===== src/hdl/uatx_pkg.sv =====
// uatx_pkg: constants and types for the serial transmit path
package uatx_pkg;
	// register bus geometry
	localparam int AW = 8;
	localparam int DW = 16;
	// register offsets (byte addresses)
	localparam logic [7:0] ADDR_CTRL = 8'h00;
	localparam logic [7:0] ADDR_TX = 8'h04;
	localparam logic [7:0] ADDR_MISC = 8'h08;
	localparam logic [7:0] ADDR_LEVEL = 8'h0c;
	localparam logic [7:0] ADDR_TXCFG = 8'h10;
	// port_control_reg fields
	localparam int CT_PORT_EN = 0;
	localparam int CT_TX_EN = 1;
	localparam int CT_IR = 2;
	localparam int CT_PAR_EN = 3;
	localparam int CT_PAR_ODD = 4;
	localparam int CT_FLOW_IE = 5;
	localparam int CT_EMPTY_IE = 6;
	localparam int CT_HALF_IE = 7;
	localparam int CT_SPACE_IE = 8;
	localparam int CT_CLK_OUT = 9;
	localparam logic [15:0] CTRL_RESET = 16'h0000;
	// misc_reg fields
	localparam int MS_RX_INV = 0;
	localparam int MS_TX_INV = 1;
	localparam int MS_RTS_LEVEL = 2;
	localparam int MS_RTS_MANUAL = 3;
	localparam int MS_PERR = 4;
	localparam logic [4:0] MISC_RESET = 5'h00;
	// txcfg fields; writing one to the clear bit clears the change flag
	localparam int TC_BREAK = 0;
	localparam int TC_BYPASS = 1;
	localparam int TC_FLAG_CLR = 2;
	// transmit_reg read-back fields
	localparam int ST_SPACE = 0;
	localparam int ST_BUSY = 1;
	localparam int ST_CTS = 2;
	localparam int ST_FLAG = 3;
	localparam int ST_EMPTY = 4;
	localparam int ST_HALF = 5;
	localparam int ST_CNT = 8;
	// fifo depths and thresholds
	localparam int DEPTH_FIRST = 8;
	localparam int DEPTH_SECOND = 64;
	localparam logic [6:0] HALF_FIRST = 7'h04;
	localparam logic [6:0] RX_FREE_WARN = 7'h04;
	localparam logic [5:0] LEVEL_RESET = 6'h20;
	// infrared pulse width in sixteenths of a bit
	localparam logic [3:0] IR_PULSE_TICKS = 4'h3;
	localparam logic [2:0] LAST_DATA_BIT = 3'h7;
	// transmitter states
	typedef enum logic [4:0] {
		ST_IDLE = 5'h01,
		ST_START = 5'h02,
		ST_DATA = 5'h04,
		ST_PARITY = 5'h08,
		ST_STOP = 5'h10
	} uatx_state_t;
endpackage


===== src/hdl/uatx_top.sv =====
// uatx_top: serial transmit path with fifo, flow lines and clock pin
// How it works
// - nrz: high for mark, low for space
// - new character waits for clear-to-send low
// - negation mid-character finishes it, then holds
// - clear-to-send sampled by bit clock, readable
// - bypass ignores clear-to-send entirely
// - change flag on each toggle, optional interrupt
// - request line high when four free remain
// - request line manual level when flow unused
// - shared clock pin: input or single driver
// - empty fifo gives continuous idle level
// - start, data lsb first, parity, stop
// - line changes only on bit clock fall, except infrared pulse ends and break
// - space flag and interrupt; full writes dropped
// - fifo depth eight or sixty-four
// - empty interrupt once per complete drain
// - half interrupt: count or level marker
// - disabling transmit flushes, current char completes
// - busy holds until last character sent
// - send-break forces continuous zeros
// - parity inject sends wrong parity
// - infrared zero is short pulse, polarity bit
//
// Design decisions made here: the register addresses and the strobed register port.
module uatx_top
	import uatx_pkg::*;
#(
	parameter bit SECOND_PORT = 1'b0
) (
	input wire logic clk,
	input wire logic reset_n,
	input wire logic clk_en,
	input wire logic [AW-1:0] addr,
	input wire logic [DW-1:0] wdata,
	input wire logic wr,
	input wire logic rd,
	output logic [DW-1:0] rdata,
	input wire logic bit_clock,
	input wire logic sample_clock,
	output logic txd,
	input wire logic clear_to_send_n,
	output logic request_to_send_n,
	input wire logic [6:0] rx_free_slots,
	output logic rx_pulse_invert,
	input wire logic shared_serial_clock_pin_i,
	output logic shared_serial_clock_pin_o,
	output logic shared_serial_clock_pin_oe,
	input wire logic other_port_clk_drive,
	output logic clk_drive_claim,
	output logic baud_ext_clk,
	output logic irq_flow_change,
	output logic irq_space,
	output logic irq_empty,
	output logic irq_half
);
	localparam int DEPTH = SECOND_PORT ? DEPTH_SECOND : DEPTH_FIRST;
	localparam logic [6:0] DEPTH7 = 7'(DEPTH);

	// wrap a fifo index at the configured depth
	function automatic logic [5:0] next_ptr(input logic [5:0] p);
		next_ptr = (p == 6'(DEPTH - 1)) ? 6'h00 : p + 6'h01;
	endfunction

	// register state
	logic [15:0] ctrl_q;
	logic [4:0] misc_q;
	logic [5:0] level_q;
	logic break_q;
	logic bypass_q;
	logic flow_change_flag_q;
	logic clear_to_send_level_q;
	logic empty_evt_q;
	logic [DW-1:0] rdata_q;

	// fifo
	logic [7:0] mem_q [0:63];
	logic [5:0] wr_ptr_q;
	logic [5:0] rd_ptr_q;
	logic [6:0] cnt_q;

	// transmitter
	uatx_state_t st_q;
	uatx_state_t st_d;
	logic [7:0] shreg_q;
	logic [2:0] bitn_q;
	logic par_q;
	logic [3:0] pulse_cnt_q;
	logic txd_q;
	logic rts_n_q;
	logic shared_serial_clock_pin_o_q;
	logic shared_serial_clock_pin_oe_q;

	// synchronisers: s1 feeds only s2
	logic bclk_s1, bclk_s2, bclk_s3;
	logic sclk_s1, sclk_s2, sclk_s3;
	logic cts_s1, cts_s2;
	logic shared_serial_clock_pin_s1, shared_serial_clock_pin_s2;

	logic port_en, tx_en, ir_mode;
	logic bit_fall, bit_rise, tick16;
	logic tx_space_flag, busy, fifo_half;
	logic wr_ctrl, wr_tx, wr_misc, wr_level, wr_txcfg;
	logic push, pop, can_start, load;
	logic frame_bit, cur_bit, txd_d;

	assign port_en = ctrl_q[CT_PORT_EN];
	assign tx_en = ctrl_q[CT_TX_EN];
	assign ir_mode = ctrl_q[CT_IR];

	// pin and bit clock synchronisers, third stage for edges and the clock pin output
	always_ff @(posedge clk or negedge reset_n) begin
		if (!reset_n) begin
			{bclk_s1, bclk_s2, bclk_s3} <= 3'h0;
			{sclk_s1, sclk_s2, sclk_s3} <= 3'h0;
			{cts_s1, cts_s2} <= 2'h3;
			{shared_serial_clock_pin_s1, shared_serial_clock_pin_s2} <= 2'h0;
		end else if (clk_en) begin
			{bclk_s1, bclk_s2, bclk_s3} <= {bit_clock, bclk_s1, bclk_s2};
			{sclk_s1, sclk_s2, sclk_s3} <= {sample_clock, sclk_s1, sclk_s2};
			{cts_s1, cts_s2} <= {clear_to_send_n, cts_s1};
			{shared_serial_clock_pin_s1, shared_serial_clock_pin_s2} <= {shared_serial_clock_pin_i, shared_serial_clock_pin_s1};
		end
	end

	assign bit_fall = bclk_s3 & ~bclk_s2;
	assign bit_rise = ~bclk_s3 & bclk_s2;
	assign tick16 = ~sclk_s3 & sclk_s2;

	// bus decode
	assign wr_ctrl = wr && addr == ADDR_CTRL;
	assign wr_tx = wr && addr == ADDR_TX;
	assign wr_misc = wr && addr == ADDR_MISC;
	assign wr_level = wr && addr == ADDR_LEVEL;
	assign wr_txcfg = wr && addr == ADDR_TXCFG;

	// control registers written by software
	always_ff @(posedge clk or negedge reset_n) begin
		if (!reset_n) begin
			ctrl_q <= CTRL_RESET;
			misc_q <= MISC_RESET;
			level_q <= LEVEL_RESET;
			break_q <= 1'b0;
			bypass_q <= 1'b0;
		end else if (clk_en) begin
			if (wr_ctrl)
				ctrl_q <= {6'h00, wdata[9:0]};
			if (wr_misc)
				misc_q <= wdata[4:0];
			if (wr_level)
				level_q <= wdata[5:0];
			if (wr_txcfg) begin
				break_q <= wdata[TC_BREAK];
				bypass_q <= wdata[TC_BYPASS];
			end
		end
	end

	// space flag drops when full or disabled; writes then vanish
	assign tx_space_flag = tx_en && cnt_q < DEPTH7;
	assign push = clk_en && wr_tx && tx_space_flag;
	assign can_start = port_en && tx_en && cnt_q != 7'h00
		&& (bypass_q || !clear_to_send_level_q);
	assign load = bit_fall && can_start && (st_q == ST_IDLE || st_q == ST_STOP);
	assign pop = clk_en && load;

	// fifo storage; depth set by port choice
	always_ff @(posedge clk) begin
		if (push)
			mem_q[wr_ptr_q] <= wdata[7:0];
	end

	// fifo pointers; clearing transmit enable flushes at once
	always_ff @(posedge clk or negedge reset_n) begin
		if (!reset_n) begin
			wr_ptr_q <= 6'h00;
			rd_ptr_q <= 6'h00;
			cnt_q <= 7'h00;
		end else if (clk_en) begin
			if (!tx_en) begin
				wr_ptr_q <= 6'h00;
				rd_ptr_q <= 6'h00;
				cnt_q <= 7'h00;
			end else begin
				if (push)
					wr_ptr_q <= next_ptr(wr_ptr_q);
				if (pop)
					rd_ptr_q <= next_ptr(rd_ptr_q);
				cnt_q <= cnt_q + 7'(push) - 7'(pop);
			end
		end
	end

	// fifo level events: empty fires once per full drain
	always_ff @(posedge clk or negedge reset_n) begin
		if (!reset_n)
			empty_evt_q <= 1'b0;
		else if (clk_en) begin
			if (pop && !push && cnt_q == 7'h01)
				empty_evt_q <= 1'b1;
			else if (push)
				empty_evt_q <= 1'b0;
		end
	end

	assign fifo_half = SECOND_PORT ? (DEPTH7 - cnt_q) <= {1'b0, level_q}
		: cnt_q < HALF_FIRST;
	assign busy = st_q != ST_IDLE || cnt_q != 7'h00;

	// line sampling: level latched on bit clock, change flag sticky
	always_ff @(posedge clk or negedge reset_n) begin
		if (!reset_n) begin
			clear_to_send_level_q <= 1'b1;
			flow_change_flag_q <= 1'b0;
		end else if (clk_en) begin
			if (bit_rise)
				clear_to_send_level_q <= cts_s2;
			// set wins over a clear in the same cycle
			if (bit_rise && cts_s2 != clear_to_send_level_q)
				flow_change_flag_q <= 1'b1;
			else if (wr_txcfg && wdata[TC_FLAG_CLR])
				flow_change_flag_q <= 1'b0;
		end
	end

	// frame sequencer, steps only on falling bit clock edges
	always_comb begin
		st_d = st_q;
		if (bit_fall) begin
			case (st_q)
				ST_IDLE: st_d = load ? ST_START : ST_IDLE;
				ST_START: st_d = ST_DATA;
				ST_DATA: begin
					if (bitn_q == LAST_DATA_BIT)
						st_d = ctrl_q[CT_PAR_EN] ? ST_PARITY : ST_STOP;
				end
				ST_PARITY: st_d = ST_STOP;
				ST_STOP: st_d = load ? ST_START : ST_IDLE;
				default: st_d = ST_IDLE;
			endcase
		end
	end

	always_ff @(posedge clk or negedge reset_n) begin
		if (!reset_n)
			st_q <= ST_IDLE;
		else if (clk_en)
			st_q <= st_d;
	end

	// shifter, bit index and parity, loaded with each character
	always_ff @(posedge clk or negedge reset_n) begin
		if (!reset_n) begin
			shreg_q <= 8'h00;
			bitn_q <= 3'h0;
			par_q <= 1'b0;
		end else if (clk_en && bit_fall) begin
			if (load) begin
				shreg_q <= mem_q[rd_ptr_q];
				bitn_q <= 3'h0;
				// even parity unless odd chosen; inject flips it
				par_q <= ^mem_q[rd_ptr_q] ^ ctrl_q[CT_PAR_ODD] ^ misc_q[MS_PERR];
			end else if (st_q == ST_DATA) begin
				shreg_q <= {1'b0, shreg_q[7:1]};
				bitn_q <= bitn_q + 3'h1;
			end
		end
	end

	// infrared pulse timer: restarts at each bit boundary
	always_ff @(posedge clk or negedge reset_n) begin
		if (!reset_n)
			pulse_cnt_q <= 4'hf;
		else if (clk_en) begin
			if (bit_fall)
				pulse_cnt_q <= 4'h0;
			else if (tick16 && pulse_cnt_q != 4'hf)
				pulse_cnt_q <= pulse_cnt_q + 4'h1;
		end
	end

	// line level: break overrides framing, idle is mark
	always_comb begin
		case (st_q)
			ST_START: frame_bit = 1'b0;
			ST_DATA: frame_bit = shreg_q[0];
			ST_PARITY: frame_bit = par_q;
			default: frame_bit = 1'b1;
		endcase
		cur_bit = break_q ? 1'b0 : frame_bit;
		if (ir_mode)
			txd_d = (!cur_bit && pulse_cnt_q < IR_PULSE_TICKS) ^ misc_q[MS_TX_INV];
		else
			txd_d = cur_bit;
	end

	// registered pins; request line is low when room remains
	always_ff @(posedge clk or negedge reset_n) begin
		if (!reset_n) begin
			txd_q <= 1'b1;
			rts_n_q <= 1'b1;
			shared_serial_clock_pin_o_q <= 1'b0;
			shared_serial_clock_pin_oe_q <= 1'b0;
		end else if (clk_en) begin
			txd_q <= txd_d;
			if (misc_q[MS_RTS_MANUAL])
				rts_n_q <= misc_q[MS_RTS_LEVEL];
			else
				rts_n_q <= rx_free_slots <= RX_FREE_WARN;
			shared_serial_clock_pin_o_q <= bclk_s3;
			// never drive while the sibling port holds the pin
			shared_serial_clock_pin_oe_q <= ctrl_q[CT_CLK_OUT] && !other_port_clk_drive;
		end
	end

	// read port: data one cycle after the strobe, unmapped reads zero
	always_ff @(posedge clk or negedge reset_n) begin
		if (!reset_n)
			rdata_q <= 16'h0000;
		else if (clk_en) begin
			rdata_q <= 16'h0000;
			if (rd) begin
				case (addr)
					ADDR_CTRL: rdata_q <= ctrl_q;
					ADDR_TX: begin
						rdata_q[ST_SPACE] <= tx_space_flag;
						rdata_q[ST_BUSY] <= busy;
						rdata_q[ST_CTS] <= clear_to_send_level_q;
						rdata_q[ST_FLAG] <= flow_change_flag_q;
						rdata_q[ST_EMPTY] <= cnt_q == 7'h00;
						rdata_q[ST_HALF] <= fifo_half;
						rdata_q[ST_CNT +: 7] <= cnt_q;
					end
					ADDR_MISC: rdata_q <= {11'h000, misc_q};
					ADDR_LEVEL: rdata_q <= {10'h000, level_q};
					ADDR_TXCFG: rdata_q <= {14'h0000, bypass_q, break_q};
					default: rdata_q <= 16'h0000;
				endcase
			end
		end
	end

	// outputs
	assign rdata = rdata_q;
	assign txd = txd_q;
	assign request_to_send_n = rts_n_q;
	assign rx_pulse_invert = misc_q[MS_RX_INV];
	assign shared_serial_clock_pin_o = shared_serial_clock_pin_o_q;
	assign shared_serial_clock_pin_oe = shared_serial_clock_pin_oe_q;
	assign clk_drive_claim = ctrl_q[CT_CLK_OUT];
	assign baud_ext_clk = shared_serial_clock_pin_s2;
	assign irq_flow_change = flow_change_flag_q && ctrl_q[CT_FLOW_IE];
	assign irq_space = tx_space_flag && ctrl_q[CT_SPACE_IE];
	assign irq_empty = empty_evt_q && ctrl_q[CT_EMPTY_IE];
	assign irq_half = fifo_half && tx_en && ctrl_q[CT_HALF_IE];

	// checks
	chk_start_needs_cts: assert property (@(posedge clk) disable iff (!reset_n)
		(clk_en && st_q != ST_START && st_d == ST_START) |-> (bypass_q || !clear_to_send_level_q))
		else $error("character started without clear-to-send");
	chk_full_write_dropped: assert property (@(posedge clk) disable iff (!reset_n)
		(clk_en && wr_tx && cnt_q == DEPTH7 && !pop) |=> cnt_q == DEPTH7)
		else $error("write into full fifo was stored");
	chk_flush_on_disable: assert property (@(posedge clk) disable iff (!reset_n)
		(clk_en && !tx_en && !wr_ctrl) |=> (cnt_q == 7'h00 && !irq_space))
		else $error("fifo not flushed while transmit disabled");
	chk_break_zeros: assert property (@(posedge clk) disable iff (!reset_n)
		(clk_en && break_q && !ir_mode) |=> !txd)
		else $error("break did not drive zero");
	chk_idle_mark: assert property (@(posedge clk) disable iff (!reset_n)
		(clk_en && st_q == ST_IDLE && !break_q && !ir_mode) |=> txd)
		else $error("idle line not high");
	chk_busy_readback: assert property (@(posedge clk) disable iff (!reset_n)
		(clk_en && rd && addr == ADDR_TX && st_q != ST_IDLE) |=> rdata[ST_BUSY])
		else $error("busy clear during a frame");
	chk_rts_warning: assert property (@(posedge clk) disable iff (!reset_n)
		(clk_en && !misc_q[MS_RTS_MANUAL] && rx_free_slots <= RX_FREE_WARN) |=> request_to_send_n)
		else $error("request line not negated near full");
	chk_change_flag: assert property (@(posedge clk) disable iff (!reset_n)
		(clear_to_send_level_q != $past(clear_to_send_level_q)) |-> flow_change_flag_q)
		else $error("toggle did not set change flag");
	chk_change_on_fall: assert property (@(posedge clk) disable iff (!reset_n)
		(!$past(ir_mode) && !$past(ir_mode, 2) && !$past(break_q) && !$past(break_q, 2) && $changed(txd))
		|-> $past(bit_fall, 2))
		else $error("line changed away from bit clock fall");
	chk_clock_pin_single: assert property (@(posedge clk) disable iff (!reset_n)
		(clk_en && other_port_clk_drive) |=> !shared_serial_clock_pin_oe)
		else $error("clock pin driven with sibling driving");
endmodule


===== config.mk =====
export PLATFORM = sky130hd
export DESIGN_NAME = uatx_top
export DESIGN_NICKNAME = d
export VERILOG_FILES = /design/src/hdl/uatx_pkg.sv /design/src/hdl/uatx_top.sv
export SDC_FILE = /design/constraint.sdc
export NUM_CORES = 1
export LEC_CHECK = 0
export BUFFER_PORTS_ARGS = -buffer_cell sky130_fd_sc_hd__buf_2
export CAP_MARGIN = 20
export CORE_MARGIN = 3
export CORE_UTILIZATION = 60
export CTS_CLUSTER_SIZE = 8
export DETAILED_ROUTE_END_ITERATION = 10
export PLACE_DENSITY = 0.77
export SLEW_MARGIN = 10
export SYNTH_ARGS = -nofsm -noshare
export SYNTH_HDL_FRONTEND = slang
export SYNTH_SLANG_ARGS = --single-unit

===== constraint.sdc =====
create_clock -name clk -period 4.6 [get_ports clk]
set_clock_uncertainty 0.2 [all_clocks]
set_input_delay 0.92 -clock clk [delete_from_list [all_inputs] [get_ports clk]]
set_output_delay 0.92 -clock clk [all_outputs]
set_load 0.05 [all_outputs]

==> reports/results.ini <==
[drt]
wl_met1_mm=22.34
routed_via_density=6.545
antenna_left=0
vias=14110
firstDrtPassIters=6
wl_per_cell_um=26.93
dr_wl_met2_mm=27.85
topRoutingLayerUsed=met4
wl_mm=58.03
drc=0
wl_met3_mm=5.513
drt_iter0_drc=1933

[final_layout]
final_common_cell=edfxtp_1
fillCellCount=2428
instances_no_fill=2155
syn2layout_area_growth_pct=14.61
nets=1658
fin_util_pct=70.61
layout_common_cells=edfxtp_1, nor2_1, mux4_2
final_layout_size_suffix_gt1_share_pct=25.95
diodes=0

[power]
p_leak_nw=9.651
switchingPower_mw=2.334
power_frac_clock_pct=46.3
pwr-share-comb_pct=2.3
p_per_area_nw_per_um2=416.6
swShare_pct=19.70
cellInternalPower_mw=9.516
peakVddDrop_v=0.0002853
seqPwrFrac_pct=51.3

[sta]
finalCriticalPeriod_ns=4.117
fin_ws_ns=0.4831
hold_slack_ns=0.2562
slew_headroom_pct=33.43
rsz0062_at_grt=false
slew_viol_final=0
max_freq_ghz=0.2429
tns_ns=0
worst_slew_pin_slew_ns=0.9861
setup_violations=0
fin_crit_sh_pct=89.50
hold_viol_final=0

[critical_path]
slowest_delay_ns=0.50
cp-start-kind=flop
arrival_ns=4.38
rr_startpoint=cnt_q[2]
path_cells=inv_1 > ha_1 > nand4_1 > nand2b_1 > nor4b_1 > nand2_1 > inv_2 > ha_1 > inv_1 > ha_1 > inv_1 > fa_1 > nor2b_1 > nor2_1 > nor2_1 > nor2_1 > nor2_1 > nor2_1 > o21bai_1 > xor2_1 > o22ai_1
critical_path.top_delay_family=simple AND/OR/NAND/NOR gates
path_buf_inv=4
ff2ff_path_depth=21
path_depth=21
crit_path_max_fanout=10
timing_worst_setup_path_type=flop to flop
timing.critical_path.mode_cell=nor2_1
rrSetupSlack_ns=0.48
worstPathRequired_ns=4.86
reg2reg_to=cnt_q[6]
cpMaxStageDelayCell=nor4b_1
cp-end-kind=flop

[floorplan]
core_area_um2=40280
start_util_pct=61.61
pin_count=68
placementRows=73
dieArea_um2=43840
fp.dieH_um=209.4
die_x_um=209.4

[clocking]
cts_buffers=85
cts_setup_buffers=0
clock-sinks=607
path_clk_slew_ns=0.05
htreeDepth=3
ctsResizeCount=0
clockRootBuffer=clkbuf_16
insertion_delay_ns=0.60
cts_buffer_depth=3
cts_hold_buf=0
cts_tree=yes

[flow_run]
max_cap_violations=0

[grt]
grt_start_max_net_pins=73
grt_pass1_vias=14350
antenna_found_initial=0
track_usage_pct=26.96
overflow=0
grt_pass1_wl_mm=88.98

[synthesis]
synthFlopType=edfxtp_1
synth_area_leader_cell=edfxtp_1
async_flop_share_pct=15.65
synth_seq_area_share_pct=71.59
ys_warn_count=0
ys_ff_latch=607
syn_area_um2=24820
yosysTopAreaCellShare_pct=61.95
netlist-cell-type-count=71
netlist_instances=1427
synth_edf_count=512
syn_area_per_cell_um2=17.39
syn-num-nets=1486
synthTopCellsByArea=edfxtp_1, mux4_2, dfrtp_1

[worst_hold_path]
hp-class=input port to async pin

[placed_design]
dp_hpwl_mm=35.45
io_buffers=60
routabilityCongestion=0.8986
place_ws_ns=0.2300
dp.cells=2035

[run_status]
status=finished clean

-- area by class of cell --
class	instances	area, µm²	share of cell area, %
sequential	607	17770	62.50
multi-input combinational	701	6422	22.58
clock buffer	113	2275	7.998
timing repair buffer	160	1104	3.880
tap	525	656.9	2.310
inverter	44	165.2	0.5807
clock inverter	5	43.79	0.1540
-- through the flow --
step	power [mW]	cell area (µm²)
after floorplan	6.301	24820
after global placement	6.436	26080
after detailed placement	6.457	26080
after CTS	11.92	28400
after global routing	12.20	28440
final	11.85	28440
-- flip-flops by register name, indices dropped and copies added, names as in the netlist, 3 cells and up --
signal / count
mem_q: 512
ctrl_q: 10
pulse_cnt_q: 4
bitn_q: 3
level_q: 6
rdata: 15
rd_ptr_q: 6
st_q: 5
cnt_q: 7
wr_ptr_q: 6
misc_q: 5
shreg_q: 8
-- worst max path at each step --
stage | from | to | slack, ns
finish | cnt_q[2] | cnt_q[6] | 0.48
detailed placement | addr[1] | cnt_q[6] | 0.23
CTS | cnt_q[2] | cnt_q[6] | 0.46
global route | cnt_q[2] | cnt_q[6] | 0.19
floorplan | addr[1] | cnt_q[6] | 0.05
global placement | addr[1] | cnt_q[6] | 0.30
-- cell usage after synthesis, types with 7 or more instances --
cell type / instances
dfstp_2: 11
inv_1: 41
o211ai_1: 9
edfxtp_1: 512
nand2b_1: 8
nand3_1: 15
nand3b_1: 9
a21oi_1: 21
mux4_2: 112
dfrtp_1: 84
nand2_1: 85
clkbuf_1: 42
nor3_1: 11
a221oi_1: 9
nor2_1: 114
o21ai_0: 44
o22ai_1: 23
nor2b_1: 9
o21ai_1: 8
mux2_2: 33
nand4_1: 7
mux2i_1: 40
xnor2_1: 13
buf_6: 9
buf_2: 9
a22oi_1: 29
ha_1: 17
-- power groups by stage --
stage	clock [mW]	combinational (mW)	sequential, mW
2_1_floorplan	0	0.110	6.19
3_3_place_gp	0	0.259	6.18
3_5_place_dp	0	0.275	6.18
4_1_cts	5.56	0.276	6.08
5_1_grt	5.81	0.305	6.08
6_report	5.49	0.277	6.08
-- logic make-up after synthesis --
family          after synthesis  synth area share [%]
fa+ha+maj                    18                0.9378
simple gates                283                 5.143
flops                       607                 71.59
xor+xnor                     21                0.8521
buf+inv                     119                 2.551
mux                         189                 13.70
compound gates              189                 5.213
other cells                   1               0.01511
-- worst reg2reg max path, delay by kind of cell, from the launching register on --
kind            cells  cell delay (ns)
compound gates      2             0.22
xor+xnor            1             0.17
fa+ha+maj           4             1.02
buf+inv             4             0.41
flops               1             0.43
simple gates       10             1.52
-- layer usage --
| metal | vias to the layer above | global-route usage (%) |
|---|---|---|
| met3 | 173 | 5.471 |
| met2 | 852 | 42.45 |
| met1 | 7127 | 38.07 |
| li1 | 5953 | - |
| met5 | - | 0 |
| met4 | 0 | 10.16 |
Note: power is estimated with default switching activity, not from simulation.
